**config.mk**
```make
export PLATFORM = sky130hd
export DESIGN_NAME = pcr_power_control
export DESIGN_NICKNAME = d
export VERILOG_FILES = /design/src/rtl/pcr_power_control.v
export VERILOG_INCLUDE_DIRS = /design/src /design/src/rtl
export SDC_FILE = /design/constraint.sdc
export NUM_CORES = 1
export LEC_CHECK = 0
export BUFFER_PORTS_ARGS = -buffer_cell sky130_fd_sc_hd__buf_2
export CORE_ASPECT_RATIO = 1.4
export CORE_MARGIN = 2
export CORE_UTILIZATION = 47
export CTS_CLUSTER_SIZE = 20
export DETAILED_ROUTE_END_ITERATION = 10
export PLACE_DENSITY = 0.86
export RECOVER_POWER = 50
export SYNTH_ARGS = -nofsm -noshare
export SYNTH_HDL_FRONTEND = slang
export SYNTH_SLANG_ARGS = --single-unit
```
**constraint.sdc**
```tcl
create_clock -name ref_clk -period 1.7 [get_ports ref_clk]
set_input_delay 0.425 -clock ref_clk [delete_from_list [all_inputs] [get_ports ref_clk]]
set_output_delay 0.425 -clock ref_clk [all_outputs]
set_load 0.1 [all_outputs]
```
**src/rtl/pcr_defines.vh**
```
`ifndef PCR_DEFINES_VH
`define PCR_DEFINES_VH

// Register addresses in the special function space
`define PCR_ADDR_PWR 8'h87
`define PCR_ADDR_SER 8'h98
`define PCR_ADDR_WDP 8'hA7

// Power control field positions
`define PCR_B_DBL  7
`define PCR_B_SEL  6
`define PCR_B_RSV  5
`define PCR_B_COLD 4
`define PCR_B_UF1  3
`define PCR_B_UF0  2
`define PCR_B_PD   1
`define PCR_B_IDL  0

// Serial control field positions
`define PCR_B_SM0  7
`define PCR_B_SM1  6
`define PCR_SER_LO 5

// Watchdog program field positions
`define PCR_WD_HI  2

// Values
`define PCR_ZERO8  8'h00
`define PCR_ZERO6  6'h00
`define PCR_ZERO3  3'h0
`define PCR_MODE0  2'h0
`define PCR_CLR    1'h0
`define PCR_SET    1'h1

`endif

```
**src/rtl/pcr_power_control.v**
```verilog
`timescale 1ns/1ps
`include "pcr_defines.vh"

// Functional notes
// - Select clear: top serial bit is mode bit
// - Select set: top serial bit is fault flag
// - Select enables stop check; fault flag sticky
// - Cold power-up sets cold start flag
// - Software may clear cold start flag
// - Software may set cold start flag
// - Only cold power-up presets cold flag
// - Two user flags are plain storage
// - Writing one enters power-down
// - Reset clears power-down bit
// - Idle bit cleared by interrupt, reset
// - Bit five reserved; writes ignored
// - Reset value 00X1 0000b, byte access
module pcr_power_control (
	ref_clk,
	rst_n,
	cold_power_on,
	addr,
	wdata,
	wr_en,
	rd_en,
	irq_event,
	rx_frame_done,
	rx_stop_bit,
	rdata,
	light_sleep,
	power_down,
	baud_double,
	stop_check_en,
	serial_mode,
	wd_timeout_sel
);
	input  wire       ref_clk;
	input  wire       rst_n;
	input  wire       cold_power_on;
	input  wire [7:0] addr;
	input  wire [7:0] wdata;
	input  wire       wr_en;
	input  wire       rd_en;
	input  wire       irq_event;
	input  wire       rx_frame_done;
	input  wire       rx_stop_bit;
	output reg  [7:0] rdata;
	output reg        light_sleep;
	output reg        power_down;
	output reg        baud_double;
	output reg        stop_check_en;
	output reg  [1:0] serial_mode;
	output reg  [2:0] wd_timeout_sel;

	////////////////////////////////////////////////////////////
	// Storage

	reg       baud_doubler_bit;
	reg       serial_bit_select;
	reg       cold_start_flag;
	reg       user_flag_one;
	reg       user_flag_zero;
	reg       power_down_request;
	reg       light_sleep_request;
	reg       serial_mode_high_bit;
	reg       serial_mode_low_bit;
	reg       frame_fault_flag;
	reg [5:0] serial_low;
	reg [2:0] wd_sel;
	reg       por_meta;
	reg       por_sync;

	reg       next_cold;
	reg       next_pd;
	reg       next_idl;
	reg       next_fault;
	reg       next_sm_hi;
	reg [7:0] next_rdata;
	reg [7:0] pwr_view;
	reg [7:0] ser_view;
	reg [7:0] wdp_view;

	wire      wr_pwr;
	wire      wr_ser;
	wire      wr_wdp;
	wire      mode_async;
	wire      fault_event;

	////////////////////////////////////////////////////////////
	// Decode

	// Plain port: one-cycle strobes, no wait states
	// Full address compare: aliasing would let a stray access
	// to a neighbour register disturb the sleep controls
	assign wr_pwr = wr_en && (addr == `PCR_ADDR_PWR);
	assign wr_ser = wr_en && (addr == `PCR_ADDR_SER);
	assign wr_wdp = wr_en && (addr == `PCR_ADDR_WDP);

	// Modes 1, 2 and 3 are the asynchronous ones
	// Mode 0 is the shift register mode; framing and doubling do not apply
	assign mode_async = ({serial_mode_high_bit, serial_mode_low_bit} != `PCR_MODE0);

	// A frame with a good stop bit never clears the flag
	// Stop bit check
	assign fault_event = rx_frame_done && serial_bit_select &&
		mode_async && !rx_stop_bit;

	////////////////////////////////////////////////////////////
	// Power-on level synchroniser

	// Power-on detect comes from the supply monitor, another domain
	// No reset here: the level must pass through while rst_n is low
	// Only por_sync is read by logic; por_meta may go metastable
	always @(posedge ref_clk) begin
		por_meta <= cold_power_on;
		por_sync <= por_meta;
	end

	////////////////////////////////////////////////////////////
	// Cold start flag

	// Survives a warm reset: rst_n never clears it, it only blocks software writes
	// Before the first power-on pulse the flag is unknown; the supply
	// monitor raises its level at start, which defines it
	always @* begin
		next_cold = cold_start_flag;
		if (rst_n && wr_pwr) begin
			next_cold = wdata[`PCR_B_COLD];
		end
		// Checked last, so a supply event beats a software write
		// Power-up sets flag
		if (por_sync) begin
			next_cold = `PCR_SET;
		end
	end

	always @(posedge ref_clk) begin
		cold_start_flag <= next_cold;
	end

	////////////////////////////////////////////////////////////
	// Plain control bits of power control

	// Reserved bit 5 has no storage, so its reset value needs none
	// Reset value 00X1 0000b
	always @(posedge ref_clk) begin
		if (!rst_n) begin
			baud_doubler_bit  <= `PCR_CLR;
			serial_bit_select <= `PCR_CLR;
			user_flag_one     <= `PCR_CLR;
			user_flag_zero    <= `PCR_CLR;
		end else if (wr_pwr) begin
			baud_doubler_bit  <= wdata[`PCR_B_DBL];
			serial_bit_select <= wdata[`PCR_B_SEL];
			user_flag_one     <= wdata[`PCR_B_UF1];
			user_flag_zero    <= wdata[`PCR_B_UF0];
		end
	end

	////////////////////////////////////////////////////////////
	// Power-down and idle requests

	// A reset or a power control write with bit 1 clear ends power-down
	// Stopping the oscillator is left to the clock controller outside
	always @* begin
		next_pd = power_down_request;
		if (wr_pwr) begin
			next_pd = wdata[`PCR_B_PD];
		end
	end

	// Write of one beats a same-cycle interrupt: entry is not lost
	// Any power control write rewrites idle, as it is a plain bit
	always @* begin
		next_idl = light_sleep_request;
		if (irq_event) begin
			next_idl = `PCR_CLR;
		end
		if (wr_pwr && wdata[`PCR_B_IDL]) begin
			next_idl = `PCR_SET;
		end else if (wr_pwr) begin
			next_idl = `PCR_CLR;
		end
	end

	always @(posedge ref_clk) begin
		if (!rst_n) begin
			power_down_request  <= `PCR_CLR;
			light_sleep_request <= `PCR_CLR;
		end else begin
			power_down_request  <= next_pd;
			light_sleep_request <= next_idl;
		end
	end

	////////////////////////////////////////////////////////////
	// Serial control: shared top position

	// With select set, the mode high bit is hidden and keeps its value
	always @* begin
		next_sm_hi = serial_mode_high_bit;
		if (wr_ser && !serial_bit_select) begin
			next_sm_hi = wdata[`PCR_B_SM0];
		end
	end

	// Hardware set wins over a same-cycle software clear
	always @* begin
		next_fault = frame_fault_flag;
		if (wr_ser && serial_bit_select) begin
			next_fault = wdata[`PCR_B_SM0];
		end
		if (fault_event) begin
			next_fault = `PCR_SET;
		end
	end

	// Low bits are plain storage for the receiver's other controls
	always @(posedge ref_clk) begin
		if (!rst_n) begin
			serial_mode_high_bit <= `PCR_CLR;
			serial_mode_low_bit  <= `PCR_CLR;
			frame_fault_flag     <= `PCR_CLR;
			serial_low           <= `PCR_ZERO6;
		end else begin
			serial_mode_high_bit <= next_sm_hi;
			frame_fault_flag     <= next_fault;
			if (wr_ser) begin
				serial_mode_low_bit <= wdata[`PCR_B_SM1];
				serial_low <= wdata[`PCR_SER_LO:0];
			end
		end
	end

	////////////////////////////////////////////////////////////
	// Watchdog program

	// Upper five bits are not stored; writes to them are dropped
	// Time-out selection is decoded by the watchdog counter outside
	always @(posedge ref_clk) begin
		if (!rst_n) begin
			wd_sel <= `PCR_ZERO3;
		end else if (wr_wdp) begin
			wd_sel <= wdata[`PCR_WD_HI:0];
		end
	end

	////////////////////////////////////////////////////////////
	// Read views

	always @* begin
		pwr_view = `PCR_ZERO8;
		pwr_view[`PCR_B_DBL]  = baud_doubler_bit;
		pwr_view[`PCR_B_SEL]  = serial_bit_select;
		// Any value is allowed; a constant keeps reads repeatable
		// Reserved reads zero
		pwr_view[`PCR_B_RSV]  = `PCR_CLR;
		pwr_view[`PCR_B_COLD] = cold_start_flag;
		pwr_view[`PCR_B_UF1]  = user_flag_one;
		pwr_view[`PCR_B_UF0]  = user_flag_zero;
		pwr_view[`PCR_B_PD]   = power_down_request;
		pwr_view[`PCR_B_IDL]  = light_sleep_request;
	end

	always @* begin
		ser_view = `PCR_ZERO8;
		ser_view[`PCR_SER_LO:0] = serial_low;
		ser_view[`PCR_B_SM1] = serial_mode_low_bit;
		if (serial_bit_select) begin
			ser_view[`PCR_B_SM0] = frame_fault_flag;
		end else begin
			ser_view[`PCR_B_SM0] = serial_mode_high_bit;
		end
	end

	always @* begin
		wdp_view = `PCR_ZERO8;
		wdp_view[`PCR_WD_HI:0] = wd_sel;
	end

	// Unmapped addresses read as zero
	// Read data are zero outside the answer cycle, so stale values
	// from an earlier read never show on the bus
	always @* begin
		next_rdata = `PCR_ZERO8;
		if (rd_en) begin
			case (addr)
				`PCR_ADDR_PWR: begin
					next_rdata = pwr_view;
				end
				`PCR_ADDR_SER: begin
					next_rdata = ser_view;
				end
				`PCR_ADDR_WDP: begin
					next_rdata = wdp_view;
				end
				default: begin
					next_rdata = `PCR_ZERO8;
				end
			endcase
		end
	end

	////////////////////////////////////////////////////////////
	// Registered outputs

	// Outputs lag the stored bits by one cycle
	// That lag costs a cycle of sleep latency but keeps every pin
	// glitch free, straight from a flip-flop
	always @(posedge ref_clk) begin
		if (!rst_n) begin
			rdata          <= `PCR_ZERO8;
			light_sleep    <= `PCR_CLR;
			power_down     <= `PCR_CLR;
			baud_double    <= `PCR_CLR;
			stop_check_en  <= `PCR_CLR;
			serial_mode    <= `PCR_MODE0;
			wd_timeout_sel <= `PCR_ZERO3;
		end else begin
			rdata          <= next_rdata;
			light_sleep    <= light_sleep_request;
			power_down     <= power_down_request;
			baud_double    <= baud_doubler_bit && mode_async;
			stop_check_en  <= serial_bit_select;
			serial_mode    <= {serial_mode_high_bit, serial_mode_low_bit};
			wd_timeout_sel <= wd_sel;
		end
	end

endmodule // pcr_power_control

```
==> flow_summary.rst <==
.. list-table::
   :header-rows: 1

   * - Metric
     - Value
   * - Synthesized net count
     - 194
   * - Overall die area
     - 0.00404 mm²
   * - Number of clock sinks seen by CTS
     - 38
   * - DRC errors left
     - 0
   * - Top cells by area, synth
     - dfxtp_1, nand4_1, o31ai_1
   * - Instance count of the mapped netlist
     - 170
   * - Data required, critical path
     - 1.92 ns
   * - Share of cells above drive strength 1
     - 32.9%
   * - Crit-path max FO
     - 16
   * - HPWL after detailed placement
     - 3120 µm
   * - Post-CTS setup buffers
     - 0
   * - Maximum level of the CTS H-tree
     - 2
   * - Count of synthesis-stage warnings from yosys
     - 0
   * - Antenna violations before repair
     - 0
   * - Total Routed Length
     - 4250 µm
   * - Terminating pin of the worst hold path
     - por_meta
   * - Largest net degree at the start of global routing
     - 17
   * - Tightest Hold Check Type
     - in -> reg
   * - Final critical path time including I/O delays and setup
     - 1.54 ns
   * - Number of gates given a new drive strength after cts
     - 0
   * - Post-detailed-route count of antenna-violating nets
     - 0
   * - Slew at the pin closest to its max-slew limit
     - 0.675 ns
   * - Register bit total from synthesis
     - 38
   * - Status
     - completed
   * - Leakage
     - 0.846 nW
   * - CTS Root Buffer Type
     - clkbuf_8
   * - Remaining Overflow, GRT
     - 0
   * - TritonCTS clock tree
     - built
   * - Average wire length per cell after detail routing
     - 16.0 µm
   * - CTS Hold Buffers Added
     - 0
   * - Critical register-to-register path endpoint
     - frame_fault_flag
   * - Largest buffer count on any clock path
     - 2
   * - Core region area
     - 0.00338 mm²
   * - Async S/R FF share, synth
     - 0%
   * - Number of enable-type register cells in the synthesized netlist
     - 0
   * - Synthesized area divided by synthesized cell count
     - 9.79 µm²
   * - Vias per cell
     - 5.92
   * - Worst reg2reg setup slack
     - 0.39 ns
   * - GRT Resource Usage Total
     - 22.9%
   * - PD cells
     - 816 mW/mm²
   * - Number of global-route vias before repair
     - 1,470
   * - Clock-pin slew reported for the worst setup and hold paths after clock tree synthesis
     - 0.07 ns
   * - Final-layout worst hold slack
     - 0.229 ns
   * - CP arrival
     - 1.76 ns
   * - CP startpoint
     - rst_n
   * - Max-slew headroom
     - 55.0%
   * - Placed cell count
     - 257
   * - Setup repair after global routing missed its margin
     - false
   * - Share of synthesized area occupied by flip-flops and latches
     - 45.7%
   * - Height of the die
     - 74.4 µm
   * - Horizontal die dimension
     - 54.3 µm
   * - Reg2reg start
     - serial_bit_select
   * - Number of distinct library cells after synthesis
     - 33
   * - DRT iter0 DRCs
     - 52
   * - Setup crit end kind
     - register
   * - DR pass1 iterations
     - 4
   * - Depth of the worst hold-timing path
     - 1
   * - Area Overhead vs Synth
     - 23.0%
   * - IR drop worst, VDD
     - 588 µV
   * - Final standard cell count with taps included and fillers excluded
     - 265
   * - First-pass GRT wire length
     - 6560 µm
   * - Cells on worst reg2reg path
     - 3
   * - Setup violations, final
     - 0
   * - Effective utilization at floorplan
     - 49.3%
   * - F_max
     - 0.649 GHz
   * - Final Max Tran Viols
     - 0
   * - Worst setup skew after layout
     - 0.00612 ns
   * - N_diodes
     - 0
   * - Hold Crit Start
     - cold_power_on
   * - Cell accounting for the most synthesized area
     - dfxtp_1
   * - Fin crit share
     - 90.6%
   * - Number of maximum-capacitance violations
     - 0
   * - Mapped cell area
     - 0.00166 mm²
   * - Critical Path Source Type
     - input port
   * - Top-Level Pins
     - 41
   * - Global placement routability congestion
     - 0.853
   * - Vias after detailed routing
     - 1,570
   * - Final Core Density
     - 60.6%
   * - Leading post-synthesis cells by instance count
     - dfxtp_1, nand4_1, nand3_1
   * - Total clock buffers created by CTS
     - 5
   * - Quantity of I/O buffers inserted on ports
     - 40
   * - Predominant post-synthesis flop cell
     - dfxtp_1
   * - Number of endpoints with negative hold slack in the final report
     - 0
   * - Number of nets in the layout
     - 248
   * - Total negative setup slack
     - 0 ns
   * - Critical Setup Path Class
     - in -> reg
   * - Dominant cell by count in the synthesized netlist
     - dfxtp_1
   * - Core Rows
     - 25
   * - Worst-Skew Late Latency
     - 0.30 ns
   * - Fraction of synthesized cell area taken by the top area cell type
     - 45.7%
[area by class of cell]
| type | instances | area, µm² |
|---|---|---|
| multi-input cells | 110 | 769 |
| clock buffers | 7 | 86.3 |
| flip-flops and latches | 38 | 761 |
| inverters | 7 | 26.3 |
| well taps | 40 | 50.0 |
| clock inverters | 1 | 5.00 |
| repair buffers | 62 | 349 |
| fillers | 304 | 1330 |
[placed cells by master (no fill, tap or decap), drive strengths merged]
cell type | Yosys | layout
clkbuf | 8 | 14
o31ai | 12 | 12
a21oi | 13 | 13
o31a | 2 | 2
nor2b | 2 | 2
clkinv | 0 | 1
a22oi | 1 | 1
dfxtp | 38 | 38
nand4 | 17 | 17
nand2 | 9 | 9
nor3 | 2 | 2
mux2i | 5 | 5
nor4b | 1 | 1
inv | 7 | 7
a211oi | 7 | 7
and4bb | 2 | 2
o211a | 1 | 1
nor4 | 2 | 2
nor2 | 4 | 4
nor4bb | 2 | 2
mux2 | 4 | 4
o211ai | 1 | 1
or4b | 1 | 1
and2 | 4 | 4
buf | 6 | 55
a311o | 1 | 1
nand4bb | 3 | 3
nand3 | 14 | 14
[worst max-delay path: stages]
cell	delay, ns
clkbuf_1	0.50
inv_1	0.13
nor4_1	0.37
buf_4	0.18
mux2i_1	0.17
[per-stage QoR]
step	power, mW	setup WS, ns	cell area, µm²
5_1_grt	1.72	0.0793	2050
3_5_place_dp	1.05	-0.0547	1970
4_1_cts	1.68	0.199	2060
2_1_floorplan	0.985	0.00115	1670
3_3_place_gp	1.05	-0.0242	1970
6_report	1.67	0.160	2050
[layer usage]
layer	vias up	share of wire, %	GRT usage [%]	routed length, µm
met2	72	54	41.4	2300
met1	731	36	23.1	1550
met4	0	3.1	13.9	132
met5	-	0	0	0
li1	752	-	-	-
met3	15	6.3	5.02	266
[kinds of logic after synthesis]
kind of cell / Yosys count / synth area share, %
DFF: 38 / 45.7
muxes: 9 / 5.71
buffers and inverters: 22 / 8.42
AOI/OAI and AO/OA: 38 / 15.6
and+or+nand+nor: 63 / 24.5
[power by group]
group          leakage (nW)  internal, mW  total [mW]  switching [mW]
Clock                0.0482         0.327       0.640           0.313
Combinational         0.491        0.0547       0.135          0.0807
Sequential            0.307         0.893       0.894         0.00119
Total                 0.846          1.27        1.67           0.395
[worst max path at each step]
stage,end,cells past startpoint
after floorplan,serial_mode_high_bit,5
after global placement,frame_fault_flag,4
after detailed placement,rdata[4],7
after CTS,rdata[7],1
after global routing,cold_start_flag,5
final,cold_start_flag,5
[flip-flops by register name, indices dropped and copies added, names as in the netlist, 2 cells and up]
name and count:
rdata 8, serial_low 6, wd_sel 3, wd_timeout_sel 3, serial_mode 2
No activity file was read; power rests on OpenSTA's default activity.
